<file path="src/shared/sfr_defs.svh">
// Register offsets, reset values and bit-address layout for the register bank
`ifndef SFR_DEFS_SVH
`define SFR_DEFS_SVH

// ----------------------------------------
// Offsets
// ----------------------------------------
`define A_PTR_LO  8'h82
`define A_PTR_HI  8'h83
`define A_MCC     8'h8E
`define A_PSEL    8'h92
`define A_CLKC    8'hA3
`define A_IEXT    8'hA6
`define A_IRQ0    8'hA8
`define A_IRQ1    8'hB8
`define A_CAPEN   8'hC1
`define A_CAP1_LO 8'hC2
`define A_CAP1_HI 8'hC3
`define A_CAP2_LO 8'hC4
`define A_CAP2_HI 8'hC5
`define A_CAP3_LO 8'hC6
`define A_CAP3_HI 8'hC7
`define A_RCL     8'hCA
`define A_RCH     8'hCB
`define A_ACCU    8'hE0
`define A_CCS    8'hE8
`define A_ARC    8'hEF
`define A_AUX    8'hF0
`define A_KIN    8'hF1
`define A_IV     8'hF2
`define A_DIO    8'hF3
`define A_IA1    8'hF5
`define A_IA2    8'hF6
`define A_FST    8'hF8
`define A_FPC    8'hF9
`define A_FCMD   8'hFA

// ----------------------------------------
// Reset values and layout
// ----------------------------------------
`define RST_ZERO 8'h00
`define RST_MCC  8'h01
`define RST_CLKC 8'h80
`define RST_IEXT 8'h01
`define BIT_COL_MASK 8'h07
`define BIT_SFR_FLAG 8'h80
`define NUM_REGS 29

`endif

</file>
<file path="src/shared/sfr_pkg.sv">
// Types for the register bank
package sfr_pkg;
    typedef struct packed {
        logic       rd;
        logic       wr;
        logic       bit_mode;
        logic [7:0] addr;
        logic       wbit;
        logic [7:0] wdata;
    } sfr_req_t;

    typedef struct packed {
        logic       valid;
        logic       err;
        logic [7:0] rdata;
    } sfr_rsp_t;
endpackage

</file>
<file path="src/rtl/sfr_cell.sv">
// One 8-bit register with byte write, bit write and fixed reset value
`timescale 1ns/100ps
module sfr_cell #(
    parameter logic [7:0] RESET_VAL = 8'h00,
    parameter bit         HAS_RESET = 1'b1
) (
    input  wire logic       clk,
    input  wire logic       rst_n,
    input  wire logic       byte_we,
    input  wire logic       bit_we,
    input  wire logic [2:0] bit_sel,
    input  wire logic       bit_val,
    input  wire logic [7:0] wdata,
    output logic [7:0]      q
);
    logic [7:0] bit_merged;

    // Read-modify-write of one bit
    always_comb begin
        bit_merged          = q;
        bit_merged[bit_sel] = bit_val;
    end

    // Storage with optional reset
    always_ff @(posedge clk) begin
        if (!rst_n && HAS_RESET) begin
            q <= RESET_VAL;
        end else if (byte_we) begin
            q <= wdata;
        end else if (bit_we) begin
            q <= bit_merged;
        end
    end
endmodule

</file>
<file path="src/rtl/sfr_bank.sv">
// Special function register bank: address decode, bit access and reset values
`timescale 1ns/100ps
`include "sfr_defs.svh"
module sfr_bank (
    input  wire logic             clk,
    input  wire logic             rst_n,
    input  wire sfr_pkg::sfr_req_t req,
    output sfr_pkg::sfr_rsp_t     rsp,
    output logic [7:0]            mem_cycle_ctrl,
    output logic [7:0]            clock_ctrl,
    output logic [7:0]            irq_en0,
    output logic [7:0]            irq_en1
);
    import sfr_pkg::*;

    // ----------------------------------------
    // Register index
    // ----------------------------------------
    localparam int N = `NUM_REGS;
    // Data pointer, memory timing and pointer select
    localparam int IDX_PTR_LO  = 0;
    localparam int IDX_PTR_HI  = 1;
    localparam int IDX_MCC     = 2;
    localparam int IDX_PSEL    = 3;
    // Clock, interrupt extension and interrupt enables
    localparam int IDX_CLKC    = 4;
    localparam int IDX_IEXT    = 5;
    localparam int IDX_IRQ0    = 6;
    localparam int IDX_IRQ1    = 7;
    // Compare/capture and reload/capture registers
    localparam int IDX_CAPEN   = 8;
    localparam int IDX_CAP1_LO = 9;
    localparam int IDX_CAP1_HI = 10;
    localparam int IDX_CAP2_LO = 11;
    localparam int IDX_CAP2_HI = 12;
    localparam int IDX_CAP3_LO = 13;
    localparam int IDX_CAP3_HI = 14;
    localparam int IDX_RLD_LO  = 15;
    localparam int IDX_RLD_HI  = 16;
    // Accumulator, arithmetic control, aux operand and cipher
    localparam int IDX_ACCU    = 17;
    localparam int IDX_CCS     = 18;
    localparam int IDX_ARC     = 19;
    localparam int IDX_AUX     = 20;
    localparam int IDX_KIN     = 21;
    localparam int IDX_IV      = 22;
    localparam int IDX_DIO     = 23;
    localparam int IDX_IA1     = 24;
    localparam int IDX_IA2     = 25;
    // Flash status, protect config and command
    localparam int IDX_FST     = 26;
    localparam int IDX_FPC     = 27;
    localparam int IDX_FCMD    = 28;

    // ----------------------------------------
    // Address table
    // ----------------------------------------
    // Byte address of each cell, in index order; a slip here moves a register
    localparam logic [7:0] ADDRS [N] = '{
        `A_PTR_LO,  // IDX_PTR_LO
        `A_PTR_HI,  // IDX_PTR_HI
        `A_MCC,     // IDX_MCC
        `A_PSEL,    // IDX_PSEL
        `A_CLKC,    // IDX_CLKC
        `A_IEXT,    // IDX_IEXT
        `A_IRQ0,    // IDX_IRQ0
        `A_IRQ1,    // IDX_IRQ1
        `A_CAPEN,   // IDX_CAPEN
        `A_CAP1_LO, // IDX_CAP1_LO
        `A_CAP1_HI, // IDX_CAP1_HI
        `A_CAP2_LO, // IDX_CAP2_LO
        `A_CAP2_HI, // IDX_CAP2_HI
        `A_CAP3_LO, // IDX_CAP3_LO
        `A_CAP3_HI, // IDX_CAP3_HI
        `A_RCL,     // IDX_RLD_LO
        `A_RCH,     // IDX_RLD_HI
        `A_ACCU,    // IDX_ACCU
        `A_CCS,     // IDX_CCS
        `A_ARC,     // IDX_ARC
        `A_AUX,     // IDX_AUX
        `A_KIN,     // IDX_KIN
        `A_IV,      // IDX_IV
        `A_DIO,     // IDX_DIO
        `A_IA1,     // IDX_IA1
        `A_IA2,     // IDX_IA2
        `A_FST,     // IDX_FST
        `A_FPC,     // IDX_FPC
        `A_FCMD     // IDX_FCMD
    };

    // ----------------------------------------
    // Address decode
    // ----------------------------------------
    // Bit address: top bit set means register space, low three pick the bit
    wire logic [7:0] byte_addr  = req.bit_mode ? (req.addr & ~`BIT_COL_MASK) : req.addr;
    wire logic [2:0] bit_sel    = req.addr[2:0];
    wire logic       bit_space  = (req.addr & `BIT_SFR_FLAG) == `BIT_SFR_FLAG;
    wire logic       bit_ok     = !req.bit_mode || bit_space;
    logic [N-1:0]    hit;
    logic [N-1:0]    byte_we;
    logic [N-1:0]    bit_we;
    logic [7:0]      q [N];
    logic [7:0]      rd_mux;
    wire logic       any_hit    = |hit;
    wire logic       access     = req.rd || req.wr;

    // Bit accesses only reach registers whose address ends in 000
    genvar gi;
    generate
        for (gi = 0; gi < N; gi++) begin : g_dec
            wire logic col0 = (ADDRS[gi] & `BIT_COL_MASK) == 8'h00;
            assign hit[gi]     = (byte_addr == ADDRS[gi]) && bit_ok && (!req.bit_mode || col0);
            assign byte_we[gi] = req.wr && !req.bit_mode && hit[gi];
            assign bit_we[gi]  = req.wr && req.bit_mode && hit[gi];
        end
    endgenerate

    // ----------------------------------------
    // Register cells
    // ----------------------------------------
    // Data pointer bytes and pointer select clear; memory timing starts at one
    sfr_cell #(.RESET_VAL(`RST_ZERO), .HAS_RESET(1'b1)) u_ptr_lo (
        .clk     (clk),                     .rst_n   (rst_n),
        .byte_we (byte_we[IDX_PTR_LO]),     .bit_we  (bit_we[IDX_PTR_LO]),
        .bit_sel (bit_sel),                 .bit_val (req.wbit),
        .wdata   (req.wdata),               .q       (q[IDX_PTR_LO])
    );

    sfr_cell #(.RESET_VAL(`RST_ZERO), .HAS_RESET(1'b1)) u_ptr_hi (
        .clk     (clk),                     .rst_n   (rst_n),
        .byte_we (byte_we[IDX_PTR_HI]),     .bit_we  (bit_we[IDX_PTR_HI]),
        .bit_sel (bit_sel),                 .bit_val (req.wbit),
        .wdata   (req.wdata),               .q       (q[IDX_PTR_HI])
    );

    sfr_cell #(.RESET_VAL(`RST_MCC), .HAS_RESET(1'b1)) u_mcc (
        .clk     (clk),                     .rst_n   (rst_n),
        .byte_we (byte_we[IDX_MCC]),        .bit_we  (bit_we[IDX_MCC]),
        .bit_sel (bit_sel),                 .bit_val (req.wbit),
        .wdata   (req.wdata),               .q       (q[IDX_MCC])
    );

    sfr_cell #(.RESET_VAL(`RST_ZERO), .HAS_RESET(1'b1)) u_psel (
        .clk     (clk),                     .rst_n   (rst_n),
        .byte_we (byte_we[IDX_PSEL]),       .bit_we  (bit_we[IDX_PSEL]),
        .bit_sel (bit_sel),                 .bit_val (req.wbit),
        .wdata   (req.wdata),               .q       (q[IDX_PSEL])
    );

    // Clock control starts with its top bit set; both enables start cleared
    sfr_cell #(.RESET_VAL(`RST_CLKC), .HAS_RESET(1'b1)) u_clkc (
        .clk     (clk),                     .rst_n   (rst_n),
        .byte_we (byte_we[IDX_CLKC]),       .bit_we  (bit_we[IDX_CLKC]),
        .bit_sel (bit_sel),                 .bit_val (req.wbit),
        .wdata   (req.wdata),               .q       (q[IDX_CLKC])
    );

    sfr_cell #(.RESET_VAL(`RST_IEXT), .HAS_RESET(1'b1)) u_iext (
        .clk     (clk),                     .rst_n   (rst_n),
        .byte_we (byte_we[IDX_IEXT]),       .bit_we  (bit_we[IDX_IEXT]),
        .bit_sel (bit_sel),                 .bit_val (req.wbit),
        .wdata   (req.wdata),               .q       (q[IDX_IEXT])
    );

    sfr_cell #(.RESET_VAL(`RST_ZERO), .HAS_RESET(1'b1)) u_irq0 (
        .clk     (clk),                     .rst_n   (rst_n),
        .byte_we (byte_we[IDX_IRQ0]),       .bit_we  (bit_we[IDX_IRQ0]),
        .bit_sel (bit_sel),                 .bit_val (req.wbit),
        .wdata   (req.wdata),               .q       (q[IDX_IRQ0])
    );

    sfr_cell #(.RESET_VAL(`RST_ZERO), .HAS_RESET(1'b1)) u_irq1 (
        .clk     (clk),                     .rst_n   (rst_n),
        .byte_we (byte_we[IDX_IRQ1]),       .bit_we  (bit_we[IDX_IRQ1]),
        .bit_sel (bit_sel),                 .bit_val (req.wbit),
        .wdata   (req.wdata),               .q       (q[IDX_IRQ1])
    );

    // Capture enable, capture pairs and reload pair all clear
    sfr_cell #(.RESET_VAL(`RST_ZERO), .HAS_RESET(1'b1)) u_capen (
        .clk     (clk),                     .rst_n   (rst_n),
        .byte_we (byte_we[IDX_CAPEN]),      .bit_we  (bit_we[IDX_CAPEN]),
        .bit_sel (bit_sel),                 .bit_val (req.wbit),
        .wdata   (req.wdata),               .q       (q[IDX_CAPEN])
    );

    sfr_cell #(.RESET_VAL(`RST_ZERO), .HAS_RESET(1'b1)) u_cap1_lo (
        .clk     (clk),                     .rst_n   (rst_n),
        .byte_we (byte_we[IDX_CAP1_LO]),    .bit_we  (bit_we[IDX_CAP1_LO]),
        .bit_sel (bit_sel),                 .bit_val (req.wbit),
        .wdata   (req.wdata),               .q       (q[IDX_CAP1_LO])
    );

    sfr_cell #(.RESET_VAL(`RST_ZERO), .HAS_RESET(1'b1)) u_cap1_hi (
        .clk     (clk),                     .rst_n   (rst_n),
        .byte_we (byte_we[IDX_CAP1_HI]),    .bit_we  (bit_we[IDX_CAP1_HI]),
        .bit_sel (bit_sel),                 .bit_val (req.wbit),
        .wdata   (req.wdata),               .q       (q[IDX_CAP1_HI])
    );

    sfr_cell #(.RESET_VAL(`RST_ZERO), .HAS_RESET(1'b1)) u_cap2_lo (
        .clk     (clk),                     .rst_n   (rst_n),
        .byte_we (byte_we[IDX_CAP2_LO]),    .bit_we  (bit_we[IDX_CAP2_LO]),
        .bit_sel (bit_sel),                 .bit_val (req.wbit),
        .wdata   (req.wdata),               .q       (q[IDX_CAP2_LO])
    );

    sfr_cell #(.RESET_VAL(`RST_ZERO), .HAS_RESET(1'b1)) u_cap2_hi (
        .clk     (clk),                     .rst_n   (rst_n),
        .byte_we (byte_we[IDX_CAP2_HI]),    .bit_we  (bit_we[IDX_CAP2_HI]),
        .bit_sel (bit_sel),                 .bit_val (req.wbit),
        .wdata   (req.wdata),               .q       (q[IDX_CAP2_HI])
    );

    sfr_cell #(.RESET_VAL(`RST_ZERO), .HAS_RESET(1'b1)) u_cap3_lo (
        .clk     (clk),                     .rst_n   (rst_n),
        .byte_we (byte_we[IDX_CAP3_LO]),    .bit_we  (bit_we[IDX_CAP3_LO]),
        .bit_sel (bit_sel),                 .bit_val (req.wbit),
        .wdata   (req.wdata),               .q       (q[IDX_CAP3_LO])
    );

    sfr_cell #(.RESET_VAL(`RST_ZERO), .HAS_RESET(1'b1)) u_cap3_hi (
        .clk     (clk),                     .rst_n   (rst_n),
        .byte_we (byte_we[IDX_CAP3_HI]),    .bit_we  (bit_we[IDX_CAP3_HI]),
        .bit_sel (bit_sel),                 .bit_val (req.wbit),
        .wdata   (req.wdata),               .q       (q[IDX_CAP3_HI])
    );

    sfr_cell #(.RESET_VAL(`RST_ZERO), .HAS_RESET(1'b1)) u_rld_lo (
        .clk     (clk),                     .rst_n   (rst_n),
        .byte_we (byte_we[IDX_RLD_LO]),     .bit_we  (bit_we[IDX_RLD_LO]),
        .bit_sel (bit_sel),                 .bit_val (req.wbit),
        .wdata   (req.wdata),               .q       (q[IDX_RLD_LO])
    );

    sfr_cell #(.RESET_VAL(`RST_ZERO), .HAS_RESET(1'b1)) u_rld_hi (
        .clk     (clk),                     .rst_n   (rst_n),
        .byte_we (byte_we[IDX_RLD_HI]),     .bit_we  (bit_we[IDX_RLD_HI]),
        .bit_sel (bit_sel),                 .bit_val (req.wbit),
        .wdata   (req.wdata),               .q       (q[IDX_RLD_HI])
    );

    // Accumulator, aux operand, arithmetic control and cipher cells clear
    sfr_cell #(.RESET_VAL(`RST_ZERO), .HAS_RESET(1'b1)) u_accu (
        .clk     (clk),                     .rst_n   (rst_n),
        .byte_we (byte_we[IDX_ACCU]),       .bit_we  (bit_we[IDX_ACCU]),
        .bit_sel (bit_sel),                 .bit_val (req.wbit),
        .wdata   (req.wdata),               .q       (q[IDX_ACCU])
    );

    sfr_cell #(.RESET_VAL(`RST_ZERO), .HAS_RESET(1'b1)) u_ccs (
        .clk     (clk),                     .rst_n   (rst_n),
        .byte_we (byte_we[IDX_CCS]),        .bit_we  (bit_we[IDX_CCS]),
        .bit_sel (bit_sel),                 .bit_val (req.wbit),
        .wdata   (req.wdata),               .q       (q[IDX_CCS])
    );

    sfr_cell #(.RESET_VAL(`RST_ZERO), .HAS_RESET(1'b1)) u_arc (
        .clk     (clk),                     .rst_n   (rst_n),
        .byte_we (byte_we[IDX_ARC]),        .bit_we  (bit_we[IDX_ARC]),
        .bit_sel (bit_sel),                 .bit_val (req.wbit),
        .wdata   (req.wdata),               .q       (q[IDX_ARC])
    );

    sfr_cell #(.RESET_VAL(`RST_ZERO), .HAS_RESET(1'b1)) u_aux (
        .clk     (clk),                     .rst_n   (rst_n),
        .byte_we (byte_we[IDX_AUX]),        .bit_we  (bit_we[IDX_AUX]),
        .bit_sel (bit_sel),                 .bit_val (req.wbit),
        .wdata   (req.wdata),               .q       (q[IDX_AUX])
    );

    sfr_cell #(.RESET_VAL(`RST_ZERO), .HAS_RESET(1'b1)) u_kin (
        .clk     (clk),                     .rst_n   (rst_n),
        .byte_we (byte_we[IDX_KIN]),        .bit_we  (bit_we[IDX_KIN]),
        .bit_sel (bit_sel),                 .bit_val (req.wbit),
        .wdata   (req.wdata),               .q       (q[IDX_KIN])
    );

    sfr_cell #(.RESET_VAL(`RST_ZERO), .HAS_RESET(1'b1)) u_iv (
        .clk     (clk),                     .rst_n   (rst_n),
        .byte_we (byte_we[IDX_IV]),         .bit_we  (bit_we[IDX_IV]),
        .bit_sel (bit_sel),                 .bit_val (req.wbit),
        .wdata   (req.wdata),               .q       (q[IDX_IV])
    );

    sfr_cell #(.RESET_VAL(`RST_ZERO), .HAS_RESET(1'b1)) u_dio (
        .clk     (clk),                     .rst_n   (rst_n),
        .byte_we (byte_we[IDX_DIO]),        .bit_we  (bit_we[IDX_DIO]),
        .bit_sel (bit_sel),                 .bit_val (req.wbit),
        .wdata   (req.wdata),               .q       (q[IDX_DIO])
    );

    sfr_cell #(.RESET_VAL(`RST_ZERO), .HAS_RESET(1'b1)) u_ia1 (
        .clk     (clk),                     .rst_n   (rst_n),
        .byte_we (byte_we[IDX_IA1]),        .bit_we  (bit_we[IDX_IA1]),
        .bit_sel (bit_sel),                 .bit_val (req.wbit),
        .wdata   (req.wdata),               .q       (q[IDX_IA1])
    );

    sfr_cell #(.RESET_VAL(`RST_ZERO), .HAS_RESET(1'b1)) u_ia2 (
        .clk     (clk),                     .rst_n   (rst_n),
        .byte_we (byte_we[IDX_IA2]),        .bit_we  (bit_we[IDX_IA2]),
        .bit_sel (bit_sel),                 .bit_val (req.wbit),
        .wdata   (req.wdata),               .q       (q[IDX_IA2])
    );

    // Flash status and protect config have no reset; the command clears
    sfr_cell #(.RESET_VAL(`RST_ZERO), .HAS_RESET(1'b0)) u_fst (
        .clk     (clk),                     .rst_n   (rst_n),
        .byte_we (byte_we[IDX_FST]),        .bit_we  (bit_we[IDX_FST]),
        .bit_sel (bit_sel),                 .bit_val (req.wbit),
        .wdata   (req.wdata),               .q       (q[IDX_FST])
    );

    sfr_cell #(.RESET_VAL(`RST_ZERO), .HAS_RESET(1'b0)) u_fpc (
        .clk     (clk),                     .rst_n   (rst_n),
        .byte_we (byte_we[IDX_FPC]),        .bit_we  (bit_we[IDX_FPC]),
        .bit_sel (bit_sel),                 .bit_val (req.wbit),
        .wdata   (req.wdata),               .q       (q[IDX_FPC])
    );

    sfr_cell #(.RESET_VAL(`RST_ZERO), .HAS_RESET(1'b1)) u_fcmd (
        .clk     (clk),                     .rst_n   (rst_n),
        .byte_we (byte_we[IDX_FCMD]),       .bit_we  (bit_we[IDX_FCMD]),
        .bit_sel (bit_sel),                 .bit_val (req.wbit),
        .wdata   (req.wdata),               .q       (q[IDX_FCMD])
    );

    // Read selection; bit reads return the addressed bit in bit 0
    always_comb begin
        rd_mux = 8'h00;
        for (int i = 0; i < N; i++) begin
            if (hit[i]) begin
                rd_mux = req.bit_mode ? {7'h00, q[i][bit_sel]} : q[i];
            end
        end
    end

    // ----------------------------------------
    // Response and control outputs
    // ----------------------------------------
    // Reserved locations answer with error and zero data
    always_ff @(posedge clk) begin
        if (!rst_n) begin
            rsp            <= '0;
            mem_cycle_ctrl <= `RST_MCC;
            clock_ctrl     <= `RST_CLKC;
            irq_en0        <= `RST_ZERO;
            irq_en1        <= `RST_ZERO;
        end else begin
            rsp.valid      <= access;
            rsp.err        <= access && !any_hit;
            rsp.rdata      <= (req.rd && any_hit) ? rd_mux : 8'h00;
            mem_cycle_ctrl <= q[IDX_MCC];
            clock_ctrl     <= q[IDX_CLKC];
            irq_en0        <= q[IDX_IRQ0];
            irq_en1        <= q[IDX_IRQ1];
        end
    end
endmodule

</file>
<file path="config.mk">
export PLATFORM = sky130hd
export DESIGN_NAME = sfr_bank
export DESIGN_NICKNAME = d
export VERILOG_FILES = /design/src/shared/sfr_pkg.sv /design/src/rtl/sfr_cell.sv /design/src/rtl/sfr_bank.sv
export VERILOG_INCLUDE_DIRS = /design/src /design/src/shared
export SDC_FILE = /design/constraint.sdc
export NUM_CORES = 1
export LEC_CHECK = 0
export BUFFER_PORTS_ARGS = -buffer_cell sky130_fd_sc_hd__buf_2
export CAP_MARGIN = 20
export CELL_PAD_IN_SITES_DETAIL_PLACEMENT = 2
export CELL_PAD_IN_SITES_GLOBAL_PLACEMENT = 2
export CORE_MARGIN = 5
export CORE_UTILIZATION = 37
export DETAILED_ROUTE_END_ITERATION = 16
export HOLD_SLACK_MARGIN = 0.06
export MAX_ROUTING_LAYER = met4
export PLACE_DENSITY_LB_ADDON = 0.2
export SLEW_MARGIN = 20
export SYNTH_ARGS = -nofsm -noshare
export SYNTH_HDL_FRONTEND = slang
export SYNTH_SLANG_ARGS = --single-unit
</file>
<file path="constraint.sdc">
create_clock -name clk -period 2.59 [get_ports clk]
set_clock_uncertainty 0.15 [all_clocks]
set_input_delay 0.259 -clock clk [delete_from_list [all_inputs] [get_ports clk]]
set_output_delay 0.259 -clock clk [all_outputs]
set_load 0.1 [all_outputs]
</file>
==> load_flow_metrics.sql, run 1 <==
INSERT INTO impl_metrics (metric_group, metric, value, unit) VALUES
('pwr', 'vdd.ir_drop.worst', '0.702', 'mV'),
('setup_path', 'cp_cell_sequence', 'mux2_2, a221o_1, a22o_1, a31oi_1, o21ai_0, a211oi_1, buf_4, o22ai_1', ''),
('synthesis', 'async_flop_share', '0', ''),
('synthesis', 'synth.yosys.seq_area_share', '0.424', ''),
('cells_and_area', 'area_growth_syn_to_layout', '31.1', '%'),
('cells_and_area', 'largest_register', 'rsp', ''),
('clock_tree', 'worst_setup_hold_path_clk_slew', '70', 'ps'),
('cells_and_area', 'nets', '1980', ''),
('worst_hold_path', 'timing.hold.worst.class', 'in2reg', ''),
('timing', 'final_period_minus_worst_setup_slack', '2560', 'ps'),
('global_routing', 'grt_pass1_wl', '112000', 'um'),
('clock_tree', 'postcts_setup_bufs', '0', ''),
('cells_and_area', 'final_common_cell', 'buf_4', ''),
('clock_tree', 'htree_levels', '1', ''),
('synthesis', 'yosys_warnings', '0', ''),
('cells_and_area', 'drive_above_1_share', '0.252', ''),
('job', 'drv.max_cap_violation_count', '0', ''),
('cells_and_area', 'final_core_util', '0.491', ''),
('floorplanning', 'die_width', '200', 'um'),
('setup_path', 'critical_path.max_fanout', '2', ''),
('floorplanning', 'io_pins', '64', ''),
('outcome', 'outcome', 'finished clean', ''),
('cells_and_area', 'instances_no_fill', '2446', ''),
('timing', 'timing_worst_slew_pin_value', '1120', 'ps'),
('cells_and_area', 'stdcell_area', '17400', 'sq um'),
('clock_tree', 'max-clock-path-buffers', '3', ''),
('timing', 'setup_total_negative_slack', '0', 'ps'),
('cells_and_area', 'layout_common_cells', 'buf_4, dfxtp_1, nand2_1', ''),
('placement', 'detailed_place_hpwl', '55900', 'um'),
('detailed_routing', 'avgViaCountPerCell', '6.42', ''),
('pwr', 'cellPowerDensity', '555', 'nW/um^2'),
('timing', 'fin_crit_sh', '0.989', ''),
('placement', 'numPlacedInstances', '2377', ''),
('detailed_routing', 'drt-wirelength-per-cell', '31.6', 'um'),
('setup_path', 'worstPathRequired', '2890', 'ps'),
('setup_path', 'crit_type', 'reg2reg', ''),
('detailed_routing', 'num_vias', '15700', ''),
('detailed_routing', 'drt_first_pass_iters', '6', ''),
('setup_path', 'critical_path_sink_type', 'register', ''),
('detailed_routing', 'drcViolationCount', '0', ''),
('placement', 'port_buffer_count', '63', ''),
('timing', 'final_max_slew_viol_count', '0', ''),
('setup_path', 'critical-path-slowest-cell', 'a211oi_1', ''),
('synthesis', 'synthFlopType', 'dfxtp_1', ''),
('timing', 'relSlewSlack', '0.254', ''),
('synthesis', 'yosysUniqueCellTypes', '84', ''),
('setup_path', 'worst_path_largest_cell_delay', '360', 'ps'),
('clock_tree', 'clock_insertion_delay_worst_skew', '590', 'ps'),
('floorplanning', 'fp.coreArea', '35600', 'sq um'),
('timing', 'final_setup_vio_count', '0', ''),
('synthesis', 'syn_area_per_cell', '8.04', 'sq um'),
('global_routing', 'globalRouteTotalUtil', '0.389', ''),
('clock_tree', 'cts_inserted_buffers', '31', ''),
('clock_tree', 'cts_num_sinks', '274', ''),
('placement', 'gpl.final_weighted_congestion', '1.01', ''),
('timing', 'max_freq', '390', 'MHz'),
('synthesis', 'postSynthNetCount', '1678', ''),
('synthesis', 'count_of_flip_flops_with_a_built_in_enable_after_synthesis', '16', ''),
('detailed_routing', 'drt_iter0_markers', '1710', ''),
('floorplanning', 'die_h', '200', 'um'),
('synthesis', 'netlist_area', '13300', 'sq um'),
('clock_tree', 'cts_root_buffer', 'clkbuf_16', ''),
('floorplanning', 'dieArea', '39900', 'sq um'),
('detailed_routing', 'detail_route.wirelength', '77400', 'um'),
('timing', 'timing.hold.ws', '113', 'ps'),
('floorplanning', 'start_util', '0.374', ''),
('synthesis', 'synthesis_stage_register_bit_count', '274', ''),
('global_routing', 'grt_antenna_before_repair', '2', ''),
('global_routing', 'gr-total-overflow', '0', ''),
('timing', 'final-hold-violation-count', '0', ''),
('global_routing', 'grt_start_max_net_pins', '102', ''),
('pwr', 'cellLeakagePower', '6.75', 'nW'),
('clock_tree', 'clock_tree_from_tritoncts', 'built', ''),
('setup_path', 'critical_path.startpoint_type', 'register', ''),
('detailed_routing', 'final_antenna_net_count', '0', ''),
('global_routing', 'grt_pass1_vias', '16300', ''),
('placement', 'post_dp_cell_area', '16300', 'sq um'),
('synthesis', 'syn_inst', '1656', ''),
('cells_and_area', 'number_of_flip_flops_under_the_largest_register_name', '10', ''),
('setup_path', 'timing.critical_path.arrival', '2870', 'ps'),
('floorplanning', 'rows', '69', ''),
('timing', 'rsz_0062_raised_after_global_routing', 'yes', '');
-- power by group --
group / switching (mW) / internal, mW / leakage, nW
Clock: 1.96 / 2.50 / 0.489
Sequential: 0.00682 / 4.26 / 2.19
Combinational: 0.665 / 0.299 / 4.07
-- worst max-delay path: cells and delay by family (launching register included) --
family	cells	cell delay, ps
DFF	1	330
muxes	1	280
buffers and inverters	1	180
AOI/OAI and AO/OA	6	1470
-- timing repair --
item                                    4_1_cts  5_1_grt
hold endpoints to repair                     34        0
endpoints found under the setup margin        0        2
hold buffers                                  9        0
gates resized for setup                       0        3
-- path summary, 6_finish.rpt --
| check | end | slack [ps] | cells after the start | from |
|---|---|---|---|---|
| worst min-delay path | u_fst.q[6] | 110 | 2 | req[18] |
| worst max-delay path | rsp[0] | 30 | 8 | u_irq0.q[4] |
| worst min register to register | u_ia1.q[0] | 310 | 2 | u_ia1.q[0] |
| worst max register to register | rsp[0] | 30 | 8 | u_irq0.q[4] |
-- Yosys cell counts (all sizes together), types with 4 or more instances --
| cell | instances | area, sq um |
|---|---|---|
| a2111oi | 6 | 71.3 |
| a211o | 10 | 87.6 |
| a211oi | 17 | 133 |
| a21o | 4 | 30.0 |
| a21oi | 196 | 985 |
| a221o | 10 | 100 |
| a221oi | 22 | 199 |
| a222oi | 5 | 50.1 |
| a22o | 4 | 35.0 |
| a22oi | 10 | 75.1 |
| a311oi | 5 | 43.8 |
| a31oi | 12 | 75.1 |
| a32oi | 8 | 70.1 |
| and2 | 35 | 219 |
| and3 | 11 | 68.8 |
| buf | 45 | 253 |
| clkbuf | 95 | 357 |
| clkinv | 6 | 22.5 |
| dfxtp | 258 | 5160 |
| edfxtp | 16 | 480 |
| inv | 8 | 30.0 |
| mux2 | 8 | 90.1 |
| mux2i | 51 | 510 |
| mux4 | 5 | 113 |
| nand2 | 231 | 867 |
| nand2b | 7 | 43.8 |
| nand3 | 124 | 621 |
| nand4 | 5 | 31.3 |
| nor2 | 193 | 737 |
| nor2b | 7 | 43.8 |
| nor3 | 36 | 215 |
| nor3b | 8 | 70.1 |
| nor4 | 12 | 103 |
| o2111ai | 4 | 35.0 |
| o211ai | 10 | 75.1 |
| o21a | 4 | 30.0 |
| o21ai | 70 | 354 |
| o221a | 5 | 56.3 |
| o221ai | 12 | 105 |
| o22ai | 22 | 138 |
| o2bb2ai | 6 | 52.6 |
| or2 | 4 | 25.0 |
| or3 | 9 | 56.3 |
| or3b | 4 | 37.5 |
-- per-layer routing --
metal,track usage,vias up,share of wire,routed length [um]
li1,-,6596,-,-
met1,0.511,8137,0.42,32800
met3,0.0529,185,0.075,5810
met5,-,-,0,0
met2,0.631,782,0.47,36300
met4,0.111,0,0.033,2530
-- cells by family after synthesis --
group	synth area share
AO/OA/AOI/OAI	0.225
buffers and inverters	0.0497
AND/OR/NAND/NOR	0.247
multiplexers	0.0536
flip-flops	0.424
-- through the flow --
stage	worst slack [ps]	power [mW]
finish	28.1	9.69
CTS	33.6	9.68
global route	-6.72	9.91
detailed placement	-570	5.26
global placement	-509	5.24
floorplan	254	4.76
-- layout make-up --
type	count	area (sq um)
Fill cell	3882	18100
Multi-Input combinational cell	1228	7030
Sequential cell	274	5650
Timing Repair Buffer	409	3140
Clock buffer	43	851
Tap cell	461	577
Clock inverter	14	141
Inverter	14	57.6
Antenna cell	3	7.51
(Power assumes the default switching activity.)
==> run 2: changes to the inputs <==
ABC_AREA = 1   (was unset)
CORE_UTILIZATION = 35   (was 37)
==> load_flow_metrics.sql, run 2 <==
INSERT INTO impl_metrics (metric_group, metric, value, unit) VALUES
('clock_tree', 'worst_setup_hold_path_clk_slew', '60', 'ps'),
('clock_tree', 'cts_num_sinks', '274', ''),
('setup_path', 'critical_path_sink_type', 'register', ''),
('synthesis', 'postSynthNetCount', '2099', ''),
('detailed_routing', 'drt_iter0_markers', '2352', ''),
('timing', 'setup_slack', '-661', 'ps'),
('global_routing', 'globalRouteTotalUtil', '0.414', ''),
('placement', 'gpl.final_weighted_congestion', '0.996', ''),
('floorplanning', 'rows', '73', ''),
('synthesis', 'main_combinational_cell_family_by_area_after_synthesis', 'simple AND/OR/NAND/NOR gates', ''),
('cells_and_area', 'multi_input_area', '7360', 'sq um'),
('synthesis', 'count_of_flip_flops_with_a_built_in_enable_after_synthesis', '16', ''),
('synthesis', 'synthFlopType', 'dfxtp_1', ''),
('detailed_routing', 'drt_first_pass_iters', '5', ''),
('synthesis', 'netlist.top_cell.by_area', 'dfxtp_1', ''),
('placement', 'detailed_place_hpwl', '54800', 'um'),
('setup_path', 'critical_path.startpoint_type', 'input port', ''),
('placement', 'numPlacedInstances', '2877', ''),
('clock_tree', 'max-clock-path-buffers', '3', ''),
('outcome', 'outcome', 'finished with violations', ''),
('setup_path', 'worstPathRequired', '2890', 'ps'),
('setup_path', 'timing.critical_path.arrival', '3550', 'ps'),
('synthesis', 'synth_most_common_cell', 'nand2_1', ''),
('global_routing', 'grt_start_max_net_pins', '188', ''),
('clock_tree', 'clock_insertion_delay_worst_skew', '580', 'ps'),
('cells_and_area', 'largest_register', 'rsp', ''),
('timing', 'rsz_0062_raised_after_global_routing', 'yes', ''),
('setup_path', 'crit_type', 'in2reg', ''),
('floorplanning', 'die_width', '209', 'um'),
('placement', 'post_dp_cell_area', '17000', 'sq um'),
('timing', 'relSlewSlack', '0.328', ''),
('detailed_routing', 'final_antenna_net_count', '0', ''),
('detailed_routing', 'avgViaCountPerCell', '6.54', ''),
('synthesis', 'synth.yosys.seq_area_share', '0.405', ''),
('timing', 'final-hold-violation-count', '0', ''),
('cells_and_area', 'filler_cell_count', '4464', ''),
('pwr', 'cellPowerDensity', '542', 'nW/um^2'),
('pwr', 'cellLeakagePower', '8.07', 'nW'),
('timing', 'final_setup_vio_count', '32', ''),
('synthesis', 'yosys_warnings', '0', ''),
('detailed_routing', 'drt-wirelength-per-cell', '35.4', 'um'),
('floorplanning', 'die_h', '209', 'um'),
('timing', 'fin_crit_sh', '1.26', ''),
('synthesis', 'yosysUniqueCellTypes', '47', ''),
('cells_and_area', 'number_of_flip_flops_under_the_largest_register_name', '10', ''),
('cells_and_area', 'instances_no_fill', '2971', ''),
('synthesis', 'compound_cell_area_share_of_the_yosys_netlist', '0.232', ''),
('detailed_routing', 'drcViolationCount', '0', ''),
('cells_and_area', 'stdcell_area', '19100', 'sq um'),
('setup_path', 'critical_path.max_fanout', '6', ''),
('timing', 'timing.hold.ws', '148', 'ps'),
('cells_and_area', 'area_growth_syn_to_layout', '37.0', '%'),
('synthesis', 'synth_top_cells_by_count', 'nand2_1, o21ai_0, dfxtp_1', ''),
('synthesis', 'netlist_area', '13900', 'sq um'),
('timing', 'final_period_minus_worst_setup_slack', '3250', 'ps'),
('clock_tree', 'cts_root_buffer', 'clkbuf_16', ''),
('global_routing', 'grt_antenna_before_repair', '2', ''),
('placement', 'setup_ws_pre_cts', '-1560', 'ps'),
('synthesis', 'syn_area_per_cell', '6.70', 'sq um'),
('synthesis', 'synth.top_cell.area_share', '0.371', ''),
('floorplanning', 'fp.coreArea', '39500', 'sq um'),
('synthesis', 'syn_inst', '2077', ''),
('global_routing', 'gr-total-overflow', '0', ''),
('clock_tree', 'htree_levels', '2', ''),
('placement', 'port_buffer_count', '63', ''),
('clock_tree', 'clock_tree_from_tritoncts', 'built', ''),
('cells_and_area', 'regArea', '5660', 'sq um'),
('floorplanning', 'dieArea', '43900', 'sq um'),
('worst_hold_path', 'timing.hold.worst.class', 'in2reg', ''),
('floorplanning', 'io_pins', '64', ''),
('pwr', 'total_power', '10.3', 'mW'),
('timing', 'max_freq', '308', 'MHz'),
('synthesis', 'async_flop_share', '0', ''),
('cells_and_area', 'drive_above_1_share', '0.270', ''),
('synthesis', 'synthesized_area_fraction_occupied_by_and_or_nand_nor_cells', '0.253', ''),
('synthesis', 'share_of_synthesized_cell_area_in_full_adder_half_adder_and_majority_cells', '0', ''),
('floorplanning', 'start_util', '0.352', ''),
('outcome', 'violations', 'setup timing', ''),
('detailed_routing', 'num_vias', '19400', ''),
('job', 'drv.max_cap_violation_count', '0', ''),
('clock_tree', 'cts_inserted_buffers', '35', ''),
('timing', 'final_max_slew_viol_count', '0', ''),
('synthesis', 'muxShareOfSynthArea', '0', ''),
('synthesis', 'synthesis_stage_register_bit_count', '274', ''),
('synthesis', 'yosys-top-cells-area', 'dfxtp_1, nand2_1, o21ai_0', ''),
('synthesis', 'yosys.area_share.xor_xnor', '0', ''),
('global_routing', 'grt_pass1_vias', '20100', ''),
('cells_and_area', 'layout_common_cells', 'nand2_1, buf_4, o21ai_0', ''),
('cells_and_area', 'nets', '2439', ''),
('global_routing', 'grt_pass1_wl', '134000', 'um'),
('detailed_routing', 'detail_route.wirelength', '105000', 'um'),
('timing', 'timing_worst_slew_pin_value', '1010', 'ps'),
('cells_and_area', 'final_common_cell', 'nand2_1', ''),
('pwr', 'vdd.ir_drop.worst', '0.500', 'mV');
[run 2: cell types whose count changed in the layout (fill, tap and decap cells not counted), moves of 51 or more]
cell     change
o21ai_0    +223
inv_1      +221
nand2_1    +162
a31oi_1     +56
nor2_1      -56
mux2i_1     -51
[run 2: final timing paths]
check	slack, ps	end	cells after the start	startpoint
worst max register to register	-650	rsp[0]	26	u_ptr_hi.q[6]
worst min-delay path	150	u_iv.q[2]	3	req[2]
worst min register to register	330	u_fcmd.q[5]	2	u_fcmd.q[5]
worst max-delay path	-660	rsp[5]	25	req[17]
[run 2: area by class of cell]
type,count,area share
diodes,4,0.000525
clock buffers,52,0.0540
clock inverters,10,0.00361
inverters,260,0.0531
multi-input cells,1415,0.386
flip-flops and latches,274,0.297
well taps,525,0.0344
repair buffers,431,0.172
[run 2: what timing repair did]
action                     4_1_cts  5_1_grt
setup endpoints to repair       16       27
hold buffers                     4        0
resized for setup              122       96
hold endpoints to repair        48        0
pin swaps                       45       57
buffers inserted                 3       21
[run 2: logic make-up after synthesis]
logic type | after synthesis
and+or+nand+nor | 816
DFF | 274
AOI/OAI and AO/OA | 599
buffers and inverters | 388
[run 2: stage by stage]
step | util | setup TNS [ps]
after floorplan | - | 0
after global placement | 0.429 | -14180
after detailed placement | 0.429 | -25930
after CTS | 0.470 | -2360
after global routing | 0.482 | -5740
final | 0.482 | -6370
[run 2: worst max-delay path, stage by stage]
cell and delay (ps):
buf_12 110, clkinv_8 80, buf_4 160, buf_4 170
nand3_4 100, nor2_4 60, inv_2 110, nor2_2 80
inv_2 130, buf_6 130, o21ai_1 70, inv_1 100
nand4_1 230, o21ai_4 160, nand4_1 240, nor2_2 250
nand4_1 210, nor2_2 240, nand4_1 150, nand2_2 130
nand3_2 80, nand2_2 90, nand3_2 70, nand2_1 80
inv_1 40
[run 2: power by group]
part | switching (mW) | internal, mW | total, mW
Combinational | 0.795 | 0.257 | 1.05
Sequential | 0.00623 | 4.26 | 4.26
Clock | 2.26 | 2.77 | 5.03
Total | 3.06 | 7.28 | 10.3
[run 2: routing by layer]
metal	wire length (um)	share of wire	up-vias	global-route usage
li1	-	-	7602	-
met1	38400	0.37	9590	0.462
met2	46700	0.44	1544	0.667
met3	9630	0.092	688	0.0928
met4	10400	0.099	0	0.270
met5	0	0	-	-
